$ cat config.mk
export PLATFORM = sky130hd
export DESIGN_NAME = pief_irq_bank
export DESIGN_NICKNAME = d
export VERILOG_FILES = /design/src/design/pief_pkg.sv /design/src/design/pief_flag_bank.sv /design/src/design/pief_irq_bank.sv
export VERILOG_INCLUDE_DIRS = /design/src /design/src/design
export SDC_FILE = /design/constraint.sdc
export NUM_CORES = 1
export LEC_CHECK = 0
export BUFFER_PORTS_ARGS = -buffer_cell sky130_fd_sc_hd__buf_4
export CORE_AREA = 2 2 91 93
export CTS_BUF_LIST = sky130_fd_sc_hd__clkbuf_16
export DETAILED_ROUTE_END_ITERATION = 8
export DIE_AREA = 0 0 93 95
export HOLD_SLACK_MARGIN = 0.1
export PLACE_DENSITY = 0.7
export SYNTH_ARGS = -nofsm -noshare
export SYNTH_HDL_FRONTEND = slang
export SYNTH_SLANG_ARGS = --single-unit
export TNS_END_PERCENT = 30
$ cat constraint.sdc
create_clock -name clk -period 2.79 [get_ports clk]
set_input_delay 0.558 -clock clk [delete_from_list [all_inputs] [get_ports clk]]
set_output_delay 0.558 -clock clk [all_outputs]
set_load 0.05 [all_outputs]
$ cat src/design/pief_consts.svh
// offsets, field positions, masks and reset values of the peripheral interrupt bank
`ifndef PIEF_CONSTS_SVH
`define PIEF_CONSTS_SVH

// register byte offsets on the apb window
`define PIEF_OFF_EN1     8'h00
`define PIEF_OFF_EN2     8'h04
`define PIEF_OFF_EN3     8'h08
`define PIEF_OFF_EN4     8'h0C
`define PIEF_OFF_EN5     8'h10
`define PIEF_OFF_REQ1    8'h14
`define PIEF_OFF_REQ1CLR 8'h18
`define PIEF_OFF_CTRL    8'h1C

// implemented-bit masks, unimplemented bits store nothing and read zero
`define PIEF_MASK_EN1    8'hFF
`define PIEF_MASK_EN2    8'h6F
`define PIEF_MASK_EN3    8'h33
`define PIEF_MASK_EN4    8'hFF
`define PIEF_MASK_EN5    8'hF7
`define PIEF_MASK_REQ1   8'hFF
`define PIEF_MASK_CTRL   8'hC0

// core interrupt control field positions
`define PIEF_BIT_GLOBAL_GATE 7
`define PIEF_BIT_PERIPH_GATE 6

// every implemented bit clears on any reset
`define PIEF_RST_BYTE    8'h00
`define PIEF_RST_WORD    32'h0000_0000

`endif

$ cat src/design/pief_pkg.sv
// types shared by the peripheral interrupt bank and its bench
package pief_pkg;

  // apb request from the master
  typedef struct packed {
    logic        psel;
    logic        penable;
    logic        pwrite;
    logic [7:0]  paddr;
    logic [31:0] pwdata;
  } pief_apb_req_t;

  // apb answer to the master
  typedef struct packed {
    logic        pready;
    logic        pslverr;
    logic [31:0] prdata;
  } pief_apb_rsp_t;

  // enable sets handed to the peripherals and the irq path
  typedef struct packed {
    logic [7:0] en1;
    logic [7:0] en2;
    logic [7:0] en3;
    logic [7:0] en4;
    logic [7:0] en5;
  } pief_enables_t;

  // apb access phase tracker
  typedef enum logic [1:0] {
    PIEF_ST_IDLE = 2'b01,
    PIEF_ST_ACK  = 2'b10
  } pief_apb_state_t;

endpackage
$ cat src/design/pief_flag_bank.sv
// sticky pending-flag register, hardware set beats software clear
`timescale 1ns/10ps
`include "pief_consts.svh"

module pief_flag_bank #(
  parameter int          WIDTH = 8,
  parameter logic [7:0]  MASK  = `PIEF_MASK_REQ1
) (
  input  wire logic             clk,
  input  wire logic             rst_n,
  input  wire logic [WIDTH-1:0] hw_set,
  input  wire logic             sw_write,
  input  wire logic             sw_clear,
  input  wire logic [WIDTH-1:0] sw_data,
  output      logic [WIDTH-1:0] flags
);

  typedef struct packed {
    logic [WIDTH-1:0] flags;
  } pief_flag_state_t;

  pief_flag_state_t cur;
  pief_flag_state_t next_cur;

  ////////////////////////////////////////////////////////////////////////////
  // software write or clear first, then hardware set ors on top so no event is lost
  always_comb begin
    next_cur = cur;
    if (sw_write) begin
      next_cur.flags = sw_data;                       // writing zero clears, see [RULE_13]
    end else if (sw_clear) begin
      next_cur.flags = cur.flags & ~sw_data;
    end
    next_cur.flags = (next_cur.flags | hw_set) & MASK[WIDTH-1:0]; // see [RULE_02] see [RULE_13]
  end

  ////////////////////////////////////////////////////////////////////////////
  // synchronous reset to all clear
  always_ff @(posedge clk) begin
    if (!rst_n) begin
      cur.flags <= '0;                                // see [RULE_05]
    end else begin
      cur <= next_cur;
    end
  end

  assign flags = cur.flags;

endmodule

$ cat src/design/pief_irq_bank.sv
// peripheral interrupt enable bank, first request register and gated core request
// Operation
// [RULE_01] no peripheral request reaches the core while the peripheral gate is clear
// [RULE_02] flags set on their source event regardless of enables or gates
// [RULE_03] software clears stale flags before enabling the matching source
// [RULE_04] unimplemented bits ignore writes and read back zero
// [RULE_05] all enable and flag bits clear on every reset
// [RULE_06] enable set two: bits 6,5,3,2,1,0 used; bits 7 and 4 absent
// [RULE_07] enable set three: bits 5,4,1,0 used; bits 7-6 and 3-2 read zero
// [RULE_08] enable set four: all eight bits used
// [RULE_09] enable set five: bits 7-4 and 2-0 used; bit 3 absent
// [RULE_10] request set one: eight pending flags, one means pending
// [RULE_11] global gate set lets enabled interrupts through, clear blocks all
// [RULE_12] request raised when a flag and its enable are both set, gated
// [RULE_13] writing zero clears a flag; a same-cycle hardware set wins
`timescale 1ns/10ps
`include "pief_consts.svh"

module pief_irq_bank #(
  parameter int WIDTH = 8
) (
  input  wire logic                   clk,
  input  wire logic                   rst_n,
  input  wire pief_pkg::pief_apb_req_t apb_req,
  output      pief_pkg::pief_apb_rsp_t apb_rsp,
  input  wire logic [WIDTH-1:0]       pending_set,
  output      pief_pkg::pief_enables_t enables,
  output      logic                   global_irq_gate,
  output      logic                   periph_irq_gate,
  output      logic                   periph_irq
);

  // register selector codes
  localparam logic [3:0] SEL_EN1  = 4'h0;
  localparam logic [3:0] SEL_EN2  = 4'h1;
  localparam logic [3:0] SEL_EN3  = 4'h2;
  localparam logic [3:0] SEL_EN4  = 4'h3;
  localparam logic [3:0] SEL_EN5  = 4'h4;
  localparam logic [3:0] SEL_REQ  = 4'h5;
  localparam logic [3:0] SEL_CLR  = 4'h6;
  localparam logic [3:0] SEL_CTRL = 4'h7;
  localparam logic [3:0] SEL_NONE = 4'hF;

  typedef struct packed {
    pief_pkg::pief_apb_state_t phase;
    pief_pkg::pief_enables_t   en;
    logic                      global_gate;
    logic                      periph_gate;
    logic                      irq;
    pief_pkg::pief_apb_rsp_t   rsp;
  } pief_bank_state_t;

  pief_bank_state_t cur;
  pief_bank_state_t next_cur;

  logic [WIDTH-1:0] flags;
  logic [3:0]       sel;
  logic             do_write;
  logic [7:0]       wbyte;

  ////////////////////////////////////////////////////////////////////////////
  // address decode, shared by the read and the write path
  function automatic logic [3:0] decode(input logic [7:0] addr);
    logic [3:0] s;
    s = SEL_NONE;
    if (addr == `PIEF_OFF_EN1) begin
      s = SEL_EN1;
    end else if (addr == `PIEF_OFF_EN2) begin
      s = SEL_EN2;
    end else if (addr == `PIEF_OFF_EN3) begin
      s = SEL_EN3;
    end else if (addr == `PIEF_OFF_EN4) begin
      s = SEL_EN4;
    end else if (addr == `PIEF_OFF_EN5) begin
      s = SEL_EN5;
    end else if (addr == `PIEF_OFF_REQ1) begin
      s = SEL_REQ;
    end else if (addr == `PIEF_OFF_REQ1CLR) begin
      s = SEL_CLR;
    end else if (addr == `PIEF_OFF_CTRL) begin
      s = SEL_CTRL;
    end
    return s;
  endfunction

  // keep only implemented bits on write and on read-back
  function automatic logic [7:0] keep(input logic [7:0] value, input logic [7:0] mask);
    return value & mask;                              // see [RULE_04]
  endfunction

  ////////////////////////////////////////////////////////////////////////////
  // a write lands only on the edge where the master sees pready high
  assign sel      = decode(apb_req.paddr);
  assign do_write = apb_req.psel && apb_req.penable && apb_req.pwrite
                    && (cur.phase == pief_pkg::PIEF_ST_ACK);
  assign wbyte    = apb_req.pwdata[7:0];

  ////////////////////////////////////////////////////////////////////////////
  // request set one, sticky flags; the clear register is write-one-to-clear
  pief_flag_bank #(
    .WIDTH (WIDTH),
    .MASK  (`PIEF_MASK_REQ1)
  ) u_req1 (
    .clk      (clk),
    .rst_n    (rst_n),
    .hw_set   (pending_set),                          // see [RULE_10]
    .sw_write (do_write && (sel == SEL_REQ)),
    .sw_clear (do_write && (sel == SEL_CLR)),
    .sw_data  (wbyte[WIDTH-1:0]),
    .flags    (flags)
  );

  ////////////////////////////////////////////////////////////////////////////
  // apb phase, register writes, read mux and the gated request
  always_comb begin
    next_cur            = cur;
    next_cur.rsp.pready = 1'b0;
    // one wait state lets prdata and pready both leave flip-flops
    case (cur.phase)
      pief_pkg::PIEF_ST_IDLE: begin
        if (apb_req.psel && apb_req.penable) begin
          next_cur.phase       = pief_pkg::PIEF_ST_ACK;
          next_cur.rsp.pready  = 1'b1;
          next_cur.rsp.pslverr = (sel == SEL_NONE);
          next_cur.rsp.prdata  = `PIEF_RST_WORD;
          if (!apb_req.pwrite) begin
            if (sel == SEL_EN1) begin
              next_cur.rsp.prdata[7:0] = keep(cur.en.en1, `PIEF_MASK_EN1);
            end else if (sel == SEL_EN2) begin
              next_cur.rsp.prdata[7:0] = keep(cur.en.en2, `PIEF_MASK_EN2); // see [RULE_06]
            end else if (sel == SEL_EN3) begin
              next_cur.rsp.prdata[7:0] = keep(cur.en.en3, `PIEF_MASK_EN3); // see [RULE_07]
            end else if (sel == SEL_EN4) begin
              next_cur.rsp.prdata[7:0] = keep(cur.en.en4, `PIEF_MASK_EN4); // see [RULE_08]
            end else if (sel == SEL_EN5) begin
              next_cur.rsp.prdata[7:0] = keep(cur.en.en5, `PIEF_MASK_EN5); // see [RULE_09]
            end else if (sel == SEL_REQ) begin
              next_cur.rsp.prdata[7:0] = keep(flags, `PIEF_MASK_REQ1);     // see [RULE_10]
            end else if (sel == SEL_CTRL) begin
              next_cur.rsp.prdata[`PIEF_BIT_GLOBAL_GATE] = cur.global_gate;
              next_cur.rsp.prdata[`PIEF_BIT_PERIPH_GATE] = cur.periph_gate;
            end
          end
        end
      end
      pief_pkg::PIEF_ST_ACK: begin
        next_cur.phase       = pief_pkg::PIEF_ST_IDLE;
        next_cur.rsp.pslverr = 1'b0;
        next_cur.rsp.prdata  = `PIEF_RST_WORD;
      end
      default: begin
        next_cur.phase = pief_pkg::PIEF_ST_IDLE;
      end
    endcase

    // enable and gate writes, unmapped writes are dropped
    if (do_write) begin
      if (sel == SEL_EN1) begin
        next_cur.en.en1 = keep(wbyte, `PIEF_MASK_EN1);
      end else if (sel == SEL_EN2) begin
        next_cur.en.en2 = keep(wbyte, `PIEF_MASK_EN2); // see [RULE_06] see [RULE_04]
      end else if (sel == SEL_EN3) begin
        next_cur.en.en3 = keep(wbyte, `PIEF_MASK_EN3); // see [RULE_07]
      end else if (sel == SEL_EN4) begin
        next_cur.en.en4 = keep(wbyte, `PIEF_MASK_EN4); // see [RULE_08]
      end else if (sel == SEL_EN5) begin
        next_cur.en.en5 = keep(wbyte, `PIEF_MASK_EN5); // see [RULE_09]
      end else if (sel == SEL_CTRL) begin
        next_cur.global_gate = wbyte[`PIEF_BIT_GLOBAL_GATE];
        next_cur.periph_gate = wbyte[`PIEF_BIT_PERIPH_GATE];
      end
    end

    // request follows flags one cycle later; enables alone never raise it
    next_cur.irq = cur.global_gate                    // see [RULE_11]
                   && cur.periph_gate                 // see [RULE_01]
                   && (|(flags & cur.en.en1));        // see [RULE_12]
  end

  ////////////////////////////////////////////////////////////////////////////
  // synchronous reset, everything cleared
  always_ff @(posedge clk) begin
    if (!rst_n) begin
      cur.phase       <= pief_pkg::PIEF_ST_IDLE;
      cur.en          <= '0;                          // see [RULE_05]
      cur.global_gate <= 1'b0;
      cur.periph_gate <= 1'b0;
      cur.irq         <= 1'b0;
      cur.rsp         <= '0;
    end else begin
      cur <= next_cur;
    end
  end

  ////////////////////////////////////////////////////////////////////////////
  // outputs straight from the state flops
  assign apb_rsp         = cur.rsp;
  assign enables         = cur.en;
  assign global_irq_gate = cur.global_gate;
  assign periph_irq_gate = cur.periph_gate;
  assign periph_irq      = cur.irq;

endmodule

Word level (Yosys, flattened, before mapping) --
Index checks and enable logic that the tools add are counted.
Word-level totals: bits in registers 80, output and inout port bits 77, logic and storage cells 80, input port bits 53
Cells by class: bitwise logic cells 9, reduce and logical (&&, ||, !) cells 19, muxes and demuxes 21, equal/unequal tests 18
Operator list (count):
- case mux 33 bit (2 select lines) | 1
- two-way mux 8 bit | 8
- two-way mux 34 bit | 1
- == test 8 x 5 -> 1 bit, second input constant | 4
- two-way mux 4 bit | 8
- bitwise AND 8 bit | 2
- == test 4 x 3 -> 1 bit, second input constant | 4
- == test 8 x 4 -> 1 bit, second input constant | 2
- == test 4 x 2 -> 1 bit, second input constant | 2
- == test 8 x 3 -> 1 bit, second input constant | 1
- logical NOT 8 bit | 1
- inverter 8 bit | 1
- bitwise OR 8 bit | 1
- OR reduction 8 bit | 1
- logical AND 1 bit | 7
- AND reduction 7 bit | 1
- two-way mux 6 bit | 1
- AND reduction 2 bit | 3
- AND reduction 6 bit | 1
- inverter 1 bit | 5
- AND reduction 5 bit | 1
- == test 4 x 1 -> 1 bit, second input constant | 1
- == test 4 bit, second input constant | 1
- logical NOT 4 bit | 1
- other kinds (7) | 8

Longest topological paths before layout --
depth in word-level cells 20, mapped depth 7, gate-level depth less buffers 5

Cells and area by module --
Synthesis repeated with hierarchy kept, for this count alone.
Unflattened totals: cells, all modules 379, area total of the unflattened synthesis 3285.7 µm²
Modules (own cells, without submodules):
- pief_irq_bank | area an instance 2919.0 µm², seq. area each 960.9 µm², instances 1, cells each 337
- pief_flag_bank | area an instance 366.6 µm², seq. area each 160.2 µm², instances 1, cells each 42

Least setup slack after synthesis --
No wires, ideal clock.
path type input to register, from input apb_req[33] (netlist name), to register cur, in the netlist enables[10], path slack 537 ps, buffers on the path 2, required time 2674 ps, arrival time 2137 ps, library setup time 116 ps, cell stages on the path 7, cell sequence or4_1 buf_2 nor3_1 and4_1 buf_6 mux2i_1 nor2b_1
On the way: longest elaborated chain between the ends 12, elaborated cells between the ends (all ways) 24, those cells by class 10 x eq/ne; 8 x mux; 3 x bitwise; 3 x reduce/logical
Ends and longest elaborated chain:
- start: declaration | line pief_irq_bank.sv:24 | input wire pief_pkg::pief_apb_req_t apb_req,
- == test 8 x 5 -> 1 bit (no source line)
- two-way mux 4 bit | line pief_irq_bank.sv:80 | end else if (addr == `PIEF_OFF_CTRL) begin
- two-way mux 4 bit | line pief_irq_bank.sv:78 | end else if (addr == `PIEF_OFF_REQ1CLR) begin
- two-way mux 4 bit | line pief_irq_bank.sv:76 | end else if (addr == `PIEF_OFF_REQ1) begin
- two-way mux 4 bit | line pief_irq_bank.sv:74 | end else if (addr == `PIEF_OFF_EN5) begin
- two-way mux 4 bit | line pief_irq_bank.sv:72 | end else if (addr == `PIEF_OFF_EN4) begin
- two-way mux 4 bit | line pief_irq_bank.sv:70 | end else if (addr == `PIEF_OFF_EN3) begin
- two-way mux 4 bit | line pief_irq_bank.sv:68 | end else if (addr == `PIEF_OFF_EN2) begin
- two-way mux 4 bit (*) | line pief_irq_bank.sv:66 | if (addr == `PIEF_OFF_EN1) begin
- == test 4 x 2 -> 1 bit, or another cell as far along | line pief_irq_bank.sv:162 | end else if (sel == SEL_EN3) begin
- inverter 1 bit (no source line)
- AND reduction 5 bit (no source line) (*)
- end signal: assignment | line pief_irq_bank.sv:191 | cur <= next_cur;
- end: declaration | line pief_irq_bank.sv:53 | pief_bank_state_t cur;
Every way passes the cells marked *; elsewhere a longest branch is shown, timed or not. A chain may end at the register's enable or synchronous reset.

Worst setup path after layout --
from input apb_req[33] (netlist name), to register cur, in the netlist enables[32]
On the way: longest elaborated chain between the ends 11, elaborated cells between the ends (all ways) 18, those cells by class 7 x eq/ne; 8 x mux; 3 x reduce/logical
Ends and longest elaborated chain:
- == test 8 x 5 -> 1 bit (no source line)
- two-way mux 4 bit | line pief_irq_bank.sv:80
- two-way mux 4 bit | line pief_irq_bank.sv:78
- two-way mux 4 bit | line pief_irq_bank.sv:76
- two-way mux 4 bit | line pief_irq_bank.sv:74
- two-way mux 4 bit | line pief_irq_bank.sv:72
- two-way mux 4 bit | line pief_irq_bank.sv:70
- two-way mux 4 bit | line pief_irq_bank.sv:68
- two-way mux 4 bit (*) | line pief_irq_bank.sv:66
- logical NOT 4 bit (*) | line pief_irq_bank.sv:158 | if (sel == SEL_EN1) begin
- AND reduction 2 bit (no source line) (*)
Marked as above.

==> out/results.tsv <==
metric	value	unit
status	finished, final reports clean	
Fin. Hold Viols	0	
root buf cell	clkbuf_16	
Syn Area/Cell	8.39	um^2
final setup skew	0.00562	ns
Psw	453	uW
placed cell areas	3430	um^2
post-DR wirelength/cell	15.1	um
Fin Setup TNS	0	ns
Final Cell Area	3570	um^2
Initial DRC Count	140	
WS Path Type	primary input to flop	
post-synthesis mux area share	8.11	%
GRT overflow	0	
later-pin clock latency in the skew report	0.29	ns
largest net degree at the start of global routing	55	
gr usage total	16.9	%
Slew Limit Fails	0	
Period Utilization, post-route	83.0	%
number of setup violations in the final report	0	
ANT cells	0	
Vias	2559	
Worst EP required	3.01	ns
area fraction in compound gates after synthesis	16.1	%
Via-to-Cell Ratio	4.98	
critical path's largest stage delay	0.67	ns
adder-cell share of the synthesized area	0	%
starting density of the core	40.8	%
post-CTS sizing	0	
Max Freq	432	MHz
peak supply drop	0.000228	V
register area share after synthesis	34.6	%
actual slew at the worst max-slew pin	0.586	ns
first-pass GRT wire length	11700	um
CP max-delay cell	or4_1	
Total Power	1.65	mW
layout cells sized above 1	23.0	%
min cycle time layout	2.32	ns
Cell Chain, Critical Path	buf_4, or4_1, nor4_4, and2_1, nand2_1, a21boi_1	
EDFF count, synth	0	
Die H	95	um
Critical Path Fanout Max	8	
PD cells	462	nW/um^2
CP Capture Type	flop	
drt first pass iters	4	
DRC Markers	0	
FP Rows	33	
yosys warns	0	
Relative slew margins	60.9	%
sequential power share	49.8	%
TritonCTS Buffers	5	
die area	8840	um^2
Leak	1.50	nW
Die Wd	93	um
Mapped Cells	386	
Power Internal	1.19	mW
Reg area	1120	um^2
via count of the first global-routing pass	2335	
HP Class	flop to flop	
Netlist cell types	43	
Mapped Area	3240	um^2
Post-CTS Hold Fix Bufs	0	
CTS tree	done	
Routed Antenna Nets	0	
final WL	7750	um
max cap viols	0	
IO buf count	74	
Comb power frac	14.2	%
largest family of logic cells by synthesized area	buffers and inverters	
utilization after layout	45.0	%
final net count	462	
HPWL Detailed	5700	um
CP Launch Type	primary input	
area growth from synthesis to layout	10.2	%
initial antenna violation count	0	
GP Congestion	0.868	
ys flop type	dfxtp_1	
CP delay by family, top	simple AND/OR/NAND/NOR gates	
core area	7930	um^2
Longest Clk Path Bufs	2	
xor-xnor portion of the synthesized cell area	0	%
Fill cells	818	
FF+latch count, synth	56	
RSZ-0062 raised after global routing	no	
htree depth	2	
Clk pwr share	36.0	%
number of clock sinks	56	
Post-CTS Setup Repair Bufs	0	
Clock transition at path regs	0.07	ns
Switching Share	27.5	%
Post-Synth Simple-Gate Area	20.3	%
async set-or-reset flop fraction in the synthesized netlist	0	%
WP buf/inv	1	
arrival time worst endpoint	2.53	ns
multi-input logic area	1560	um^2
# IOs	130	
worst reg2reg max path: stages (launching register included):
cell,delay [ns]
dfxtp_1,0.38
nand3b_1,0.27
nor4_4,0.44
and2_1,0.41
nand2_1,0.10
a21boi_1,0.16
state kept, by name, indices dropped and copies added (netlist names):
| signal | cells |
|---|---|
| global_irq_gate | 1 |
| apb_rsp | 10 |
| periph_irq_gate | 1 |
| cur | 2 |
| periph_irq | 1 |
| u_req1.flags | 8 |
| enables | 33 |
cell usage in the layout, fill, tap and decap left out, types with 5 or more instances in the layout:
cell type and n:
inv_1 9, mux2i_1 24, clkbuf_16 5, a22o_1 9, nand2_1 46, a21oi_1 11, o21ai_0 9, nor2b_1 19
a21boi_0 13, buf_4 79, dfxtp_1 56, a21boi_1 8, o22ai_1 12, nor2_1 10, conb_1 31, nand3_1 28
routing by layer:
metal / track usage, % / wire, um / up-vias
met4: 4.78 / 98 / 0
li1: - / - / 1277
met3: 4.31 / 585 / 10
met5: 0 / 0 / -
met2: 28.4 / 3650 / 88
met1: 21.7 / 3410 / 1184
Yosys cell counts (9+ instances only):
cell	count	area, um^2
buf_4	75	563
nor2b_1	19	119
a21oi_1	11	55.1
dfxtp_1	56	1120
a22o_1	9	78.8
o22ai_1	12	75.1
nor2_1	10	37.5
o21ai_0	9	45.0
nand2_1	46	173
mux2i_1	24	240
a21boi_0	13	97.6
nand3_1	28	140
clkbuf_1	12	45.0
worst paths after layout:
path              slack, ns                       end               startpoint  cells after the start
setup reg to reg       0.96  enables[32]$_SDFFE_PN0P_     cur[77]$_SDFFE_PN1P_                      5
setup / recovery       0.47  enables[32]$_SDFFE_PN0P_              apb_req[33]                      6
hold / removal         0.48   apb_rsp[6]$_SDFFE_PN0P_  apb_rsp[6]$_SDFFE_PN0P_                      1
hold reg to reg        0.48   apb_rsp[6]$_SDFFE_PN0P_  apb_rsp[6]$_SDFFE_PN0P_                      1
cell families (layout without fill, tap and decap cells):
group,count (synthesis),after routing
mux,26,26
simple gates,126,126
compound gates,76,76
buf+inv,101,94
flops,56,56
other cells,1,31
stage by stage:
| step | worst slack [ns] | cells | hold WS [ns] |
|---|---|---|---|
| 3_5_place_dp | 0.184 | 507 | 0.470 |
| 4_1_cts | 0.470 | 514 | 0.485 |
| 5_1_grt | 0.365 | 514 | 0.506 |
| 6_report | 0.474 | 514 | 0.482 |
| 2_1_floorplan | 0.537 | 416 | 0.443 |
| 3_3_place_gp | 0.201 | 507 | 0.462 |
layout make-up:
type / instances / area share (%)
clock inverter: 2 / 0.246
multi-input combinational: 259 / 43.7
sequential: 56 / 31.4
inverter: 8 / 0.842
clock buffer: 5 / 3.51
timing repair buffer: 79 / 16.6
tap: 105 / 3.68
power by group through the flow:
stage          clock (mW)  sequential [mW]  combinational (mW)
2_1_floorplan           0            0.835               0.207
3_3_place_gp            0            0.837               0.230
3_5_place_dp            0            0.838               0.232
4_1_cts             0.601            0.819               0.232
5_1_grt             0.632            0.820               0.249
6_report            0.594            0.820               0.234
No activity file was read; power rests on OpenSTA's default activity.
